<file path="config.mk">
export PLATFORM = sky130hd
export DESIGN_NAME = tcc_top
export DESIGN_NICKNAME = d
export VERILOG_FILES = /design/src/logic/tcc_pkg.sv /design/src/logic/tcc_top.sv
export SDC_FILE = /design/constraint.sdc
export NUM_CORES = 1
export LEC_CHECK = 0
export ABC_AREA = 1
export BUFFER_PORTS_ARGS = -buffer_cell sky130_fd_sc_hd__buf_2
export CORE_UTILIZATION = 35
export DETAILED_ROUTE_END_ITERATION = 6
export GPL_TIMING_DRIVEN = 0
export PLACE_DENSITY = 0.51
export REMOVE_ABC_BUFFERS = 1
export SETUP_SLACK_MARGIN = 0.15
export SLEW_MARGIN = 25
export SYNTH_ARGS = -nofsm -noshare
export SYNTH_HDL_FRONTEND = slang
export SYNTH_SLANG_ARGS = --single-unit
</file>
<file path="constraint.sdc">
create_clock -name i_clk_sys -period 3.7 [get_ports i_clk_sys]
set_clock_uncertainty 0.1 [all_clocks]
set_input_delay 1.11 -clock i_clk_sys [delete_from_list [all_inputs] [get_ports i_clk_sys]]
set_output_delay 1.11 -clock i_clk_sys [all_outputs]
set_load 0.02 [all_outputs]
</file>
<file path="src/logic/tcc_pkg.sv">
/*
  package for the timer capture and compare block: register offsets,
  field positions, mode codes and the apb carrier struct.
  assumes a 32-bit apb master and two shared 16-bit timer counts outside.
*/
// Summary of operation
// capture stores full 16-bit selected timer count
// mode picks edge, every 4th or 16th rise
// modes 000 and 110 disable capture
// mode 111: rising edge wake interrupt only
// timer select 1 second, 0 third timer
// interrupt every 1,2,3,4 captures
// every-edge mode ignores captures-per-interrupt
// four-deep capture fifo read in order
// buffer-not-empty flag while unread values exist
// overflow flag set on capture overflow
// capture stop-in-idle halts channel in idle; the code still raises the mode 111 wake in idle
// compare select 1 third, 0 second timer
// modes 001/010 init low/high, match flips
// toggle keeps level, interrupts both edges
// modes 100/101 single/continuous pulse, start low
// pwm modes, init by primary value, fault
// compare interrupt edge follows mode
// fault falling edge interrupts in mode 111
// fault status set by hardware only
// mode 000 leaves pin to gpio
// compare stop-in-idle halts channel in idle
// software stops timer before compare writes
// full fifo: overflow set, new value dropped
`default_nettype none
package tcc_pkg;
  // ------------------------------------------------------------
  // register byte offsets
  // ------------------------------------------------------------
  localparam logic [7:0] OFS_CAP_CTRL  = 8'h00; // capture channel control
  localparam logic [7:0] OFS_CAP_BUF   = 8'h04; // capture fifo pop
  localparam logic [7:0] OFS_CMP_CTRL  = 8'h08; // compare channel control
  localparam logic [7:0] OFS_CMP_PRI   = 8'h0C; // primary compare value
  localparam logic [7:0] OFS_CMP_SEC   = 8'h10; // secondary compare value
  localparam logic [7:0] OFS_CMP_CLR   = 8'h14; // unmapped hole, answers with an error
  // ------------------------------------------------------------
  // field positions
  // ------------------------------------------------------------
  localparam int BIT_SIDL  = 13; // stop in idle, both controls
  localparam int BIT_CTMR  = 7;  // capture timer select
  localparam int BIT_CPI   = 5;  // captures per interrupt lsb
  localparam int BIT_COV   = 4;  // capture overflow
  localparam int BIT_BNE   = 3;  // buffer not empty
  localparam int BIT_FLT   = 4;  // compare fault status
  localparam int BIT_OTSEL = 3;  // compare timer select
  // ------------------------------------------------------------
  // reset values
  // ------------------------------------------------------------
  localparam logic [15:0] RST_CTRL = 16'h0000;
  localparam logic [15:0] RST_VAL  = 16'h0000;
  localparam int FIFO_DEPTH = 4;
  // ------------------------------------------------------------
  // mode codes
  // ------------------------------------------------------------
  localparam logic [2:0] M_OFF = 3'h0, M_1 = 3'h1, M_2 = 3'h2, M_3 = 3'h3;
  localparam logic [2:0] M_4 = 3'h4, M_5 = 3'h5, M_6 = 3'h6, M_7 = 3'h7;
  // apb request carrier
  typedef struct packed {
    logic        psel;
    logic        penable;
    logic        pwrite;
    logic [7:0]  paddr;
    logic [31:0] pwdata;
  } tcc_apb_req_type;
endpackage : tcc_pkg
`default_nettype wire

</file>
<file path="src/logic/tcc_top.sv">
/*
  timer capture and compare unit: one capture channel with a four word
  fifo and one compare channel, registers over apb.
  assumes the timer counts arrive on the same clock; pins are async.
*/
// Our own choices: the address map and the APB interface to the registers.
`timescale 1ns/1ps
`default_nettype none
module tcc_top #(
  parameter int CNT_W = 16 // timer width
) (
  // clock and reset
  input  wire logic             i_clk_sys,
  input  wire logic             i_sys_rst,
  // apb slave
  input  wire tcc_pkg::tcc_apb_req_type i_apb,
  output logic [31:0]           o_prdata,
  output logic                  o_pready,
  output logic                  o_pslverr,
  // time bases and power state
  input  wire logic [CNT_W-1:0] i_second_timer_count,
  input  wire logic [CNT_W-1:0] i_third_timer_count,
  input  wire logic             i_cpu_idle,
  input  wire logic             i_cpu_sleep,
  // pins
  input  wire logic             i_capture_input_pin,
  input  wire logic             i_compare_fault_input,
  output logic                  o_compare_output_pin,
  output logic                  o_compare_output_oe,
  // events
  output logic                  o_capture_irq,
  output logic                  o_capture_wake,
  output logic                  o_compare_irq
);
  // ------------------------------------------------------------
  // pin synchronisers
  // ------------------------------------------------------------
  logic [1:0] cap_sync_reg;   // capture pin two-stage
  logic [1:0] flt_sync_reg;   // fault pin two-stage
  logic       cap_d_reg;      // previous synced capture level
  logic       flt_d_reg;      // previous synced fault level
  always_ff @(posedge i_clk_sys or posedge i_sys_rst) begin
    if (i_sys_rst) begin
      cap_sync_reg <= 2'h0;
      flt_sync_reg <= 2'h3;
      cap_d_reg    <= 1'b0;
      flt_d_reg    <= 1'b1;
    end else begin
      cap_sync_reg <= {cap_sync_reg[0], i_capture_input_pin};
      flt_sync_reg <= {flt_sync_reg[0], i_compare_fault_input};
      cap_d_reg    <= cap_sync_reg[1];
      flt_d_reg    <= flt_sync_reg[1];
    end
  end
  wire cap_rise = cap_sync_reg[1] & ~cap_d_reg;
  wire cap_fall = ~cap_sync_reg[1] & cap_d_reg;
  wire flt_fall = ~flt_sync_reg[1] & flt_d_reg;
  // ------------------------------------------------------------
  // apb decode
  // ------------------------------------------------------------
  wire       acc   = i_apb.psel & i_apb.penable;
  wire       wr    = acc & i_apb.pwrite;
  wire       rd    = acc & ~i_apb.pwrite;
  wire [7:0] addr  = i_apb.paddr;
  wire       a_cc  = addr == tcc_pkg::OFS_CAP_CTRL;
  wire       a_cb  = addr == tcc_pkg::OFS_CAP_BUF;
  wire       a_oc  = addr == tcc_pkg::OFS_CMP_CTRL;
  wire       a_pr  = addr == tcc_pkg::OFS_CMP_PRI;
  wire       a_se  = addr == tcc_pkg::OFS_CMP_SEC;
  wire       a_ok  = a_cc | a_cb | a_oc | a_pr | a_se;
  // ------------------------------------------------------------
  // control registers
  // ------------------------------------------------------------
  logic        cap_sidl_reg;          // capture stop in idle
  logic        cap_tsel_reg;          // capture timer select
  logic [1:0]  cap_cpi_reg;           // captures per interrupt
  logic [2:0]  cap_mode_reg;          // capture mode field
  logic        cmp_sidl_reg;          // compare stop in idle
  logic        cmp_tsel_reg;          // compare timer select
  logic [2:0]  cmp_mode_reg;          // compare mode field
  logic [15:0] pri_reg;               // primary compare value
  logic [15:0] sec_reg;               // secondary compare value
  wire         cc_wr = wr & a_cc;
  wire         oc_wr = wr & a_oc;
  always_ff @(posedge i_clk_sys or posedge i_sys_rst) begin
    if (i_sys_rst) begin
      cap_sidl_reg <= 1'b0;
      cap_tsel_reg <= 1'b0;
      cap_cpi_reg  <= 2'h0;
      cap_mode_reg <= tcc_pkg::M_OFF;
      cmp_sidl_reg <= 1'b0;
      cmp_tsel_reg <= 1'b0;
      cmp_mode_reg <= tcc_pkg::M_OFF;
      pri_reg      <= tcc_pkg::RST_VAL;
      sec_reg      <= tcc_pkg::RST_VAL;
    end else begin
      if (cc_wr) begin
        cap_sidl_reg <= i_apb.pwdata[tcc_pkg::BIT_SIDL];
        cap_tsel_reg <= i_apb.pwdata[tcc_pkg::BIT_CTMR];
        cap_cpi_reg  <= i_apb.pwdata[tcc_pkg::BIT_CPI+:2];
        cap_mode_reg <= i_apb.pwdata[2:0];
      end
      // timer expected stopped by software here
      if (oc_wr) begin
        cmp_sidl_reg <= i_apb.pwdata[tcc_pkg::BIT_SIDL];
        cmp_tsel_reg <= i_apb.pwdata[tcc_pkg::BIT_OTSEL];
        cmp_mode_reg <= i_apb.pwdata[2:0];
      end
      if (wr & a_pr) pri_reg <= i_apb.pwdata[15:0];
      if (wr & a_se) sec_reg <= i_apb.pwdata[15:0];
    end
  end
  // ------------------------------------------------------------
  // capture event qualification
  // ------------------------------------------------------------
  wire        cap_halt = cap_sidl_reg & i_cpu_idle;
  wire        cap_run  = ~cap_halt & (cap_mode_reg != tcc_pkg::M_OFF)
                         & (cap_mode_reg != tcc_pkg::M_6)
                         & (cap_mode_reg != tcc_pkg::M_7);
  logic [3:0] pre_reg;                                            // rising edge prescaler
  wire        pre_hit  = (cap_mode_reg == tcc_pkg::M_4) ? (pre_reg[1:0] == 2'h3)
                       : (pre_reg == 4'hF);
  logic       cap_ev;
  always_comb begin
    case (cap_mode_reg)
      tcc_pkg::M_1: cap_ev = cap_rise | cap_fall;
      tcc_pkg::M_2: cap_ev = cap_fall;
      tcc_pkg::M_3: cap_ev = cap_rise;
      tcc_pkg::M_4, tcc_pkg::M_5: cap_ev = cap_rise & pre_hit;
      default: cap_ev = 1'b0;
    endcase
  end
  wire        cap_take = cap_run & cap_ev;
  wire [15:0] cap_val  = cap_tsel_reg ? i_second_timer_count : i_third_timer_count;
  // ------------------------------------------------------------
  // capture fifo
  // ------------------------------------------------------------
  logic [15:0] fifo_mem [tcc_pkg::FIFO_DEPTH];  // stored captures
  logic [1:0]  wp_reg;                          // write pointer
  logic [1:0]  rp_reg;                          // read pointer
  logic [2:0]  cnt_reg;                         // fill count
  logic        ov_reg;                          // overflow flag
  logic [1:0]  icnt_reg;                        // captures since interrupt
  wire         full  = cnt_reg == 3'h4;
  wire         empty = cnt_reg == 3'h0;
  wire         pop   = rd & a_cb & ~empty;
  wire         push  = cap_take & ~full;
  always_ff @(posedge i_clk_sys or posedge i_sys_rst) begin
    if (i_sys_rst) begin
      wp_reg <= 2'h0;
      rp_reg <= 2'h0;
      cnt_reg <= 3'h0;
      ov_reg <= 1'b0;
      pre_reg <= 4'h0;
      icnt_reg <= 2'h0;
    end else begin
      if (cap_run & cap_rise) pre_reg <= pre_reg + 4'h1;
      else if (cc_wr) pre_reg <= 4'h0;
      if (push) wp_reg <= wp_reg + 2'h1;
      if (pop) rp_reg <= rp_reg + 2'h1;
      cnt_reg <= cnt_reg + {2'h0, push} - {2'h0, pop};
      // overflow set wins; cleared by hardware when fifo drains
      if (cap_take & full) ov_reg <= 1'b1;
      else if (empty | (cc_wr & i_apb.pwdata[2:0] == tcc_pkg::M_OFF)) ov_reg <= 1'b0;
      if (cc_wr) icnt_reg <= 2'h0;
      else if (push) icnt_reg <= (icnt_reg == cap_cpi_reg) ? 2'h0 : icnt_reg + 2'h1;
    end
  end
  always_ff @(posedge i_clk_sys) begin
    if (push) fifo_mem[wp_reg] <= cap_val;
  end
  // ------------------------------------------------------------
  // capture interrupt and wake
  // ------------------------------------------------------------
  wire cap_irq_next = push & ((cap_mode_reg == tcc_pkg::M_1)
                      | (icnt_reg == cap_cpi_reg));
  wire wake_next    = (cap_mode_reg == tcc_pkg::M_7) & cap_rise
                      & (i_cpu_sleep | i_cpu_idle);
  // ------------------------------------------------------------
  // compare channel
  // ------------------------------------------------------------
  wire        cmp_halt = cmp_sidl_reg & i_cpu_idle;
  wire [15:0] tb       = cmp_tsel_reg ? i_third_timer_count : i_second_timer_count;
  wire        m_pri    = tb == pri_reg;
  wire        m_sec    = tb == sec_reg;
  logic       pin_reg;                   // compare pin level
  logic       flt_reg;                   // fault status
  logic       done_reg;                  // one-shot finished
  logic       cirq_reg;                  // compare interrupt pulse
  logic       pin_next;
  logic       done_next;
  wire        enter = oc_wr;             // mode entry initialises pin
  wire [2:0]  nm    = i_apb.pwdata[2:0];
  always_comb begin
    pin_next  = pin_reg;
    done_next = done_reg;
    if (enter) begin
      done_next = 1'b0;
      case (nm)
        tcc_pkg::M_1, tcc_pkg::M_4, tcc_pkg::M_5: pin_next = 1'b0;
        tcc_pkg::M_2: pin_next = 1'b1;
        tcc_pkg::M_6, tcc_pkg::M_7: pin_next = pri_reg != 16'h0000;
        default: pin_next = pin_reg;
      endcase
    end else if (!cmp_halt) begin
      case (cmp_mode_reg)
        tcc_pkg::M_1: if (m_pri & ~done_reg) begin pin_next = 1'b1; done_next = 1'b1; end
        tcc_pkg::M_2: if (m_pri & ~done_reg) begin pin_next = 1'b0; done_next = 1'b1; end
        tcc_pkg::M_3: if (m_pri) pin_next = ~pin_reg;
        tcc_pkg::M_4, tcc_pkg::M_5: begin
          if (m_pri & ~done_reg) pin_next = 1'b1;
          else if (m_sec & pin_reg) begin
            pin_next  = 1'b0;
            done_next = cmp_mode_reg == tcc_pkg::M_4;
          end
        end
        tcc_pkg::M_6, tcc_pkg::M_7: begin
          if (cmp_mode_reg == tcc_pkg::M_7 & (flt_reg | flt_fall)) pin_next = 1'b0;
          else if (tb == 16'h0000) pin_next = pri_reg != 16'h0000;
          else if (m_pri) pin_next = 1'b0;
        end
        default: pin_next = pin_reg;
      endcase
    end
  end
  wire rise_o = pin_next & ~pin_reg;
  wire fall_o = ~pin_next & pin_reg;
  logic cirq_next;
  always_comb begin
    case (cmp_mode_reg)
      tcc_pkg::M_1: cirq_next = rise_o;
      tcc_pkg::M_2, tcc_pkg::M_4, tcc_pkg::M_5: cirq_next = fall_o;
      tcc_pkg::M_3: cirq_next = rise_o | fall_o;
      tcc_pkg::M_7: cirq_next = flt_fall & ~cmp_halt;
      default: cirq_next = 1'b0;
    endcase
    if (enter) cirq_next = 1'b0;
  end
  always_ff @(posedge i_clk_sys or posedge i_sys_rst) begin
    if (i_sys_rst) begin
      pin_reg  <= 1'b0;
      flt_reg  <= 1'b0;
      done_reg <= 1'b0;
      cirq_reg <= 1'b0;
    end else begin
      pin_reg  <= pin_next;
      done_reg <= done_next;
      cirq_reg <= cirq_next;
      // hardware sets on fault, clears only when leaving pwm-fault mode
      if (cmp_mode_reg == tcc_pkg::M_7 & flt_fall & ~cmp_halt) flt_reg <= 1'b1;
      else if (cmp_mode_reg != tcc_pkg::M_7) flt_reg <= 1'b0;
    end
  end
  // ------------------------------------------------------------
  // read mux and registered outputs
  // ------------------------------------------------------------
  logic [31:0] rdata;
  always_comb begin
    rdata = 32'h0000_0000;
    if (a_cc) rdata = {18'h0, cap_sidl_reg, 5'h0, cap_tsel_reg, cap_cpi_reg,
                       ov_reg, ~empty, cap_mode_reg};
    if (a_cb) rdata = {16'h0, fifo_mem[rp_reg]};
    if (a_oc) rdata = {18'h0, cmp_sidl_reg, 8'h0, flt_reg, cmp_tsel_reg, cmp_mode_reg};
    if (a_pr) rdata = {16'h0, pri_reg};
    if (a_se) rdata = {16'h0, sec_reg};
  end
  always_ff @(posedge i_clk_sys or posedge i_sys_rst) begin
    if (i_sys_rst) begin
      o_prdata <= 32'h0000_0000;
      o_pready <= 1'b0;
      o_pslverr <= 1'b0;
      o_capture_irq <= 1'b0;
      o_capture_wake <= 1'b0;
      o_compare_irq <= 1'b0;
      o_compare_output_pin <= 1'b0;
      o_compare_output_oe <= 1'b0;
    end else begin
      o_prdata <= rdata;
      o_pready <= i_apb.psel & ~i_apb.penable; // no wait states
      o_pslverr <= i_apb.psel & ~i_apb.penable & ~a_ok;
      o_capture_irq <= cap_irq_next;
      o_capture_wake <= wake_next;
      o_compare_irq <= cirq_reg;
      o_compare_output_pin <= pin_reg;
      o_compare_output_oe <= cmp_mode_reg != tcc_pkg::M_OFF;
    end
  end
  // ------------------------------------------------------------
  // assertions
  // ------------------------------------------------------------
  AST_OVF_DROP: assert property (@(posedge i_clk_sys) disable iff (i_sys_rst)
    cap_take & full |=> ov_reg & (cnt_reg == 3'h4 || $past(pop)))
    else $error("overflow not flagged");
  AST_BNE: assert property (@(posedge i_clk_sys) disable iff (i_sys_rst)
    push & ~pop |=> cnt_reg != 3'h0)
    else $error("buffer empty after push");
  AST_OFF: assert property (@(posedge i_clk_sys) disable iff (i_sys_rst)
    (cap_mode_reg == tcc_pkg::M_6 || cap_mode_reg == tcc_pkg::M_OFF) |-> ~push)
    else $error("disabled channel captured");
  AST_IDLE: assert property (@(posedge i_clk_sys) disable iff (i_sys_rst)
    cap_halt |-> ~push)
    else $error("capture during idle halt");
  AST_OE: assert property (@(posedge i_clk_sys) disable iff (i_sys_rst)
    cmp_mode_reg == tcc_pkg::M_OFF |=> ~o_compare_output_oe)
    else $error("pin driven while disabled");
  AST_PWM_IRQ: assert property (@(posedge i_clk_sys) disable iff (i_sys_rst)
    cmp_mode_reg == tcc_pkg::M_6 |=> ~cirq_reg)
    else $error("pwm mode interrupted");
  AST_FLT: assert property (@(posedge i_clk_sys) disable iff (i_sys_rst)
    cmp_mode_reg == tcc_pkg::M_7 & flt_fall & ~cmp_halt |=> flt_reg ##1 ~pin_reg)
    else $error("fault not latched");
  AST_SET_HI: assert property (@(posedge i_clk_sys) disable iff (i_sys_rst)
    oc_wr & nm == tcc_pkg::M_2 |=> pin_reg ##2 o_compare_output_pin)
    else $error("mode 010 not initialised high");
endmodule : tcc_top
`default_nettype wire

</file>
==> impl_metrics.csv, run 1 <==
group,metric,value,unit
status,status,"finished, violations left",
status,violations,"DRC",
die,io_pins,120,
logic_synthesis,syn_area_per_cell,8.88,µm²
setup_path,crit_start,"i_apb[39]",
min_path,min_path_type,"reg -> reg",
min_path,hp-start,"cirq_reg",
global_routing,grt_overflow_total,0,
cells_and_area,final_common_cell,"nand2_1",
power_and_ir_drop,peakVddDrop,0.301,mV
cells_and_area,antennaDiodeCount,0,
place,io_buffers,87,
route,vias,6274,
timing,final.setup.worst_slack,369,ps
global_routing,grtUsageTotal,19.9,%
timing,rsz0062_at_grt,"no",
timing,relSlewSlack,41.2,%
die,die_w,152,µm
logic_synthesis,yosysSeqAreaShare,53.3,%
global_routing,grt_antenna_before_repair,0,
global_routing,grt_pass1_wl,34400,µm
timing,period_minus_slack,3330,ps
setup_path,worstPathRequired,3920,ps
power_and_ir_drop,p_per_area,436,nW/µm²
place,finalWeightedCongestion,0.858,
route,wl_per_cell,17.2,µm
route,remaining_drc_errors,13,
clock_tree,cts-hold-fix-buffers,0,
logic_synthesis,yosys_warnings,0,
route,ant_nets,0,
place,dpl_worst_slack,-399,ps
logic_synthesis,synth_cells,888,
setup_path,critPathMaxFanout,7,
cells_and_area,syn_to_final_growth,17.8,%
setup_path,r2r-start,"cmp_tsel_reg",
route,wl,21900,µm
die,core_area,22000,µm²
cells_and_area,seq_area,4210,µm²
route,first_pass_iters,7,
cells_and_area,multiInputGateArea,3140,µm²
timing,hold_violations,0,
cells_and_area,largest_register_ffs,64,
setup_path,crit_path_end_kind,"flop",
timing,fmax,0.300,GHz
logic_synthesis,ys_ff_latch,155,
setup_path,crit_path_start_kind,"input pin",
cells_and_area,fin_area,9290,µm²
clock_tree,htreeDepth,4,
power_and_ir_drop,p_leak,4.17,nW
die,initial_core_util,35.9,%
clock_tree,cts_root_buf,"clkbuf_16",
cells_and_area,drive_above_1_share,19.9,%
clock_tree,cts.sinks,155,
logic_synthesis,ys_async_sr_fraction,58.7,%
setup_path,cp_data_arrival_time,3550,ps
clock_tree,cts_buffers,17,
clock_tree,clockBufferDepth,2,
timing,setup_viol,0,
timing,worst_slew_pin_slew,880,ps
global_routing,grt_max_degree,63,
cells_and_area,regMostFlops,"fifo_mem",
clock_tree,clk_pin_slew,60,ps
cells_and_area,nets,1071,
die,die_area,23100,µm²
setup_path,crit_type,"in -> reg",
logic_synthesis,yosys_most_used_dff,"dfrtp_1",
clock_tree,cts_tree,"built",
logic_synthesis,synth_edf_count,64,
global_routing,grt_pass1_vias,5936,
logic_synthesis,netlist-cell-type-count,47,
route,drt_iter0_markers,485,
die,die_h,152,µm
cells_and_area,mostFrequentLayoutCells,"nand2_1, inv_1, buf_2",
place,place_area,8620,µm²
timing,timing.final.crit_share,90.0,%
job,maxCapViolCount,0,
clock_tree,insertion_delay,430,ps
logic_synthesis,netlist_area,7890,µm²
route,viasPerCell,4.94,
die,num_rows,54,
place,dp_hpwl,15500,µm
timing,slew_violations,0,
cells_and_area,fillerInstances,2193,
-- report_power, final --
| part | switching, mW | internal (mW) | leakage, nW |
|---|---|---|---|
| sequential | 0.0405 | 1.83 | 1.80 |
| clock | 0.709 | 1.11 | 0.289 |
| combinational | 0.233 | 0.121 | 2.08 |
-- layer usage --
layer,up-vias,track usage (%),share of wire [%]
li1,3104,-,-
met1,2955,28.2,48
met2,193,30.3,44
met3,22,4.34,5.6
met4,0,6.07,1.7
met5,-,0,0
-- stage by stage --
stage	std cells	power, mW	hold WS, ps	util [%]	TNS (ps)
3_5_place_dp	1235	2.26	236	39.2	-796
6_report	1271	4.05	246	42.3	0
4_1_cts	1270	4.08	250	42.2	0
3_3_place_gp	1229	2.25	235	38.6	-131540
2_1_floorplan	862	2.12	231	-	0
5_1_grt	1271	4.22	259	42.3	0
-- final cells by class --
cell class | instances | share of cell area [%]
clock inverters | 11 | 1.54
inverters | 107 | 4.46
repair buffers | 97 | 6.03
clock buffers | 21 | 5.06
flip-flops and latches | 155 | 45.3
multi-input cells | 600 | 33.8
well taps | 280 | 3.77
-- cell usage after synthesis (6+ instances only) --
cell type,number,area (µm²)
edfxtp_1,64,1920
o21ai_0,77,385
mux2_2,14,158
o22ai_1,13,81.3
ha_1,11,138
a221oi_1,8,70.1
nand3_1,55,275
o21ai_1,10,50.1
nor2_1,84,315
nand2_1,217,815
dfrtp_1,88,2200
clkbuf_1,21,78.8
xnor2_1,6,52.6
inv_1,102,383
buf_4,17,128
nand2_2,14,87.6
nand2_4,6,67.6
a31oi_1,6,37.5
a21oi_1,14,70.1
o221ai_1,10,87.6
-- worst max-delay path, stage by stage --
cell and delay [ps]:
buf_2 100, or2_4 260, nor2_4 110, nand2_4 100
nor4_4 330, buf_6 190, inv_1 50, nor4_2 270
ha_1 290, inv_1 50, ha_1 120, inv_1 40
fa_1 370, xnor2_1 130
-- logic make-up after synthesis --
group | after synthesis | share of synthesized area [%]
compound gates | 149 | 11.0
xor+xnor | 9 | 0.999
fa+ha+maj | 12 | 2.00
buf+inv | 148 | 8.23
flops | 155 | 53.3
mux | 14 | 2.00
other cells | 1 | 0.0475
simple gates | 400 | 22.4
-- what timing repair did --
| item | in CTS | in global routing |
|---|---|---|
| setup buffers | 3 | 1 |
| setup endpoints to repair | 1 | 2 |
| pin swaps | 0 | 1 |
| gates resized for setup | 2 | 7 |
-- path summary, 6_finish.rpt --
kind / endpoint / slack (ps) / cells past startpoint
min in group asynchronous: o_capture_wake / 550 / 2
worst min register to register: o_compare_irq / 250 / 0
worst max register to register: cirq_reg / 410 / 23
max in group asynchronous: flt_d_reg / 2330 / 3
worst max-delay path: cnt_reg[2] / 370 / 14
worst min-delay path: o_compare_irq / 250 / 0
(Power assumes the default switching activity.)
==> run 2, diff against run 1 <==
CELL_PAD_IN_SITES_DETAIL_PLACEMENT = 1   (was not set)
CELL_PAD_IN_SITES_GLOBAL_PLACEMENT = 1   (was not set)
PLACE_DENSITY = 0.66   (was 0.51)
==> run 2 against run 1 <==
Against the previous run:
- the run still ends with DRC left
- maximum frequency is 1.7% lower
- global-route usage is 1.8 points higher
- clock-buffer cell count is 2 higher
- via count is 2.8% higher
- first-iteration DRC count is 44% lower
- worst setup slack worse by 57 ps
- worst hold slack better by 3.0 ps
- non-clock buffer count is 3 lower
- cell count is 0.24% lower
- die area stayed put
- largest cell class unchanged
- largest power group unchanged
==> impl_metrics.csv, run 2 (same netlist as run 1, synthesis figures left out) <==
group,metric,value,unit
status,status,"finished, violations left",
status,violations,"DRC",
route,first_pass_iters,7,
global_routing,grt_max_degree,62,
die,io_pins,120,
global_routing,grtUsageTotal,21.7,%
job,maxCapViolCount,0,
die,initial_core_util,35.9,%
timing,rsz0062_at_grt,"yes",
cells_and_area,fin_util,41.9,%
power_and_ir_drop,p_leak,4.14,nW
timing,holdWs,249,ps
setup_path,worstRegToRegCells,22,
die,core_area,22000,µm²
cells_and_area,nets,1068,
timing,fmax,0.295,GHz
cells_and_area,mostFrequentLayoutCells,"nand2_1, inv_1, buf_2",
global_routing,grt_pass1_vias,6729,
clock_tree,htreeDepth,4,
power_and_ir_drop,peakVddDrop,0.317,mV
setup_path,critPathMaxFanout,3,
route,remaining_drc_errors,20,
die,die_h,152,µm
route,ant_nets,0,
cells_and_area,antennaDiodeCount,0,
place,dp_hpwl,17300,µm
die,num_rows,54,
route,wl_per_cell,19.0,µm
clock_tree,cts-hold-fix-buffers,0,
cells_and_area,drive_above_1_share,19.5,%
global_routing,grt_antenna_before_repair,0,
min_path,hp-start,"cirq_reg",
setup_path,crit_path_end_kind,"flop",
setup_path,critical_path.max_stage_delay,280,ps
die,die_area,23100,µm²
place,dpl_worst_slack,-367,ps
clock_tree,cts_tree,"built",
setup_path,cp_data_arrival_time,3650,ps
power_and_ir_drop,finalPower,3.90,mW
setup_path,crit_type,"in -> reg",
cells_and_area,final_common_cell,"nand2_1",
setup_path,crit_path_start_kind,"input pin",
cells_and_area,largest_register_ffs,64,
place,finalWeightedCongestion,0.862,
power_and_ir_drop,p_per_area,423,nW/µm²
timing,period_minus_slack,3390,ps
setup_path,r2r_end,"cirq_reg",
clock_tree,cts_root_buf,"clkbuf_16",
setup_path,path_cells,"buf_2, nand2_1, nand2_2, nand2_1, nand2_1, nor2_2, nand2_2, nor2_4, nand2_1, ha_1, nor3_1, nor3_1, nand2_1, inv_1, nand2_1, inv_2, nand2_2, nand2_2, nand2_1, ha_1, o31ai_2, a21oi_1, a21oi_2",
setup_path,path_buf_inv,3,
setup_path,r2r-start,"cmp_tsel_reg",
cells_and_area,syn_to_final_growth,16.7,%
clock_tree,clockBufferDepth,2,
timing,hold_violations,0,
timing,setup_viol,0,
min_path,min_path_type,"reg -> reg",
timing,relSlewSlack,33.9,%
min_path,hold_path_end,"o_compare_irq",
route,wl,24100,µm
die,die_w,152,µm
timing,slew_violations,0,
route,drt_iter0_markers,271,
timing,final.setup.worst_slack,312,ps
setup_path,worstPathRequired,3960,ps
route,viasPerCell,5.09,
cells_and_area,regMostFlops,"fifo_mem",
min_path,hold_path_depth,0,
setup_path,regToRegSetupSlack,410,ps
timing,worst_slew_pin_slew,992,ps
timing,timing.final.crit_share,91.6,%
route,vias,6449,
clock_tree,clk_pin_slew,60,ps
setup_path,path_delay_family,"simple AND/OR/NAND/NOR gates",
clock_tree,cts.sinks,155,
cells_and_area,fillerInstances,2608,
setup_path,slowest_stage,"ha_1",
setup_path,cpMostUsedCell,"nand2_1",
place,io_buffers,87,
global_routing,grt_pass1_wl,37800,µm
clock_tree,cts_buffers,17,
global_routing,grt_overflow_total,0,
clock_tree,insertion_delay,430,ps
==> run 2: per-layer routing <==
layer / vias up / part of all wire, % / global-route usage (%)
met3: 34 / 4.0 / 4.11
met2: 152 / 48 / 35.7
met1: 3162 / 46 / 28.5
met5: - / 0 / 0
li1: 3101 / - / -
met4: 0 / 2.1 / 7.92
==> run 2: power by group <==
part / switching (mW) / leakage (nW) / internal [mW]
combinational: 0.253 / 2.07 / 0.121
clock: 0.714 / 0.268 / 0.937
sequential: 0.0386 / 1.80 / 1.83
==> run 2: cell type report <==
cell class | instances | area, µm² | share of cell area (%)
clock inverter | 9 | 58.8 | 0.639
timing repair buffer | 94 | 539 | 5.86
sequential | 155 | 4210 | 45.7
inverter | 107 | 412 | 4.47
tap | 280 | 350 | 3.80
clock buffer | 23 | 490 | 5.33
multi-input combinational | 600 | 3150 | 34.2
==> run 2: per-stage QoR <==
step	TNS (ps)	instance area (µm²)	cells
5_1_grt	0	9210	1268
4_1_cts	0	9190	1268
6_report	0	9210	1268
2_1_floorplan	0	7700	862
3_5_place_dp	-1760	8610	1234
3_3_place_gp	-142600	8490	1229
==> run 2: repair_timing <==
action                     CTS  global route
gates resized for setup      2             6
gates cloned                 0             0
setup endpoints to repair    1             4
setup buffers                2             0
==> run 2: worst register-to-register path, cell delays in order (launching register included) <==
cell	delay, ps
dfrtp_4	520
inv_6	240
nand2_1	170
nand3_1	100
nand2_1	80
nor2_2	140
nand2_2	100
nor2_4	140
nand2_1	70
ha_1	280
nor3_1	50
nor3_1	140
nand2_1	70
inv_1	50
nand2_1	50
inv_2	50
nand2_2	40
nand2_2	90
nand2_1	60
ha_1	280
o31ai_2	220
a21oi_1	80
a21oi_2	130
==> run 2: worst max-delay path by stage <==
stage,startpoint,endpoint,slack (ps),cells past startpoint
global route,i_second_timer_count[7],cirq_reg,110,23
finish,i_third_timer_count[7],cirq_reg,310,23
floorplan,i_sys_rst,cap_cpi_reg[0],130,1
global placement,i_sys_rst,o_prdata[9],-1330,2
CTS,i_third_timer_count[7],cirq_reg,220,23
detailed placement,cmp_tsel_reg,cirq_reg,-370,23
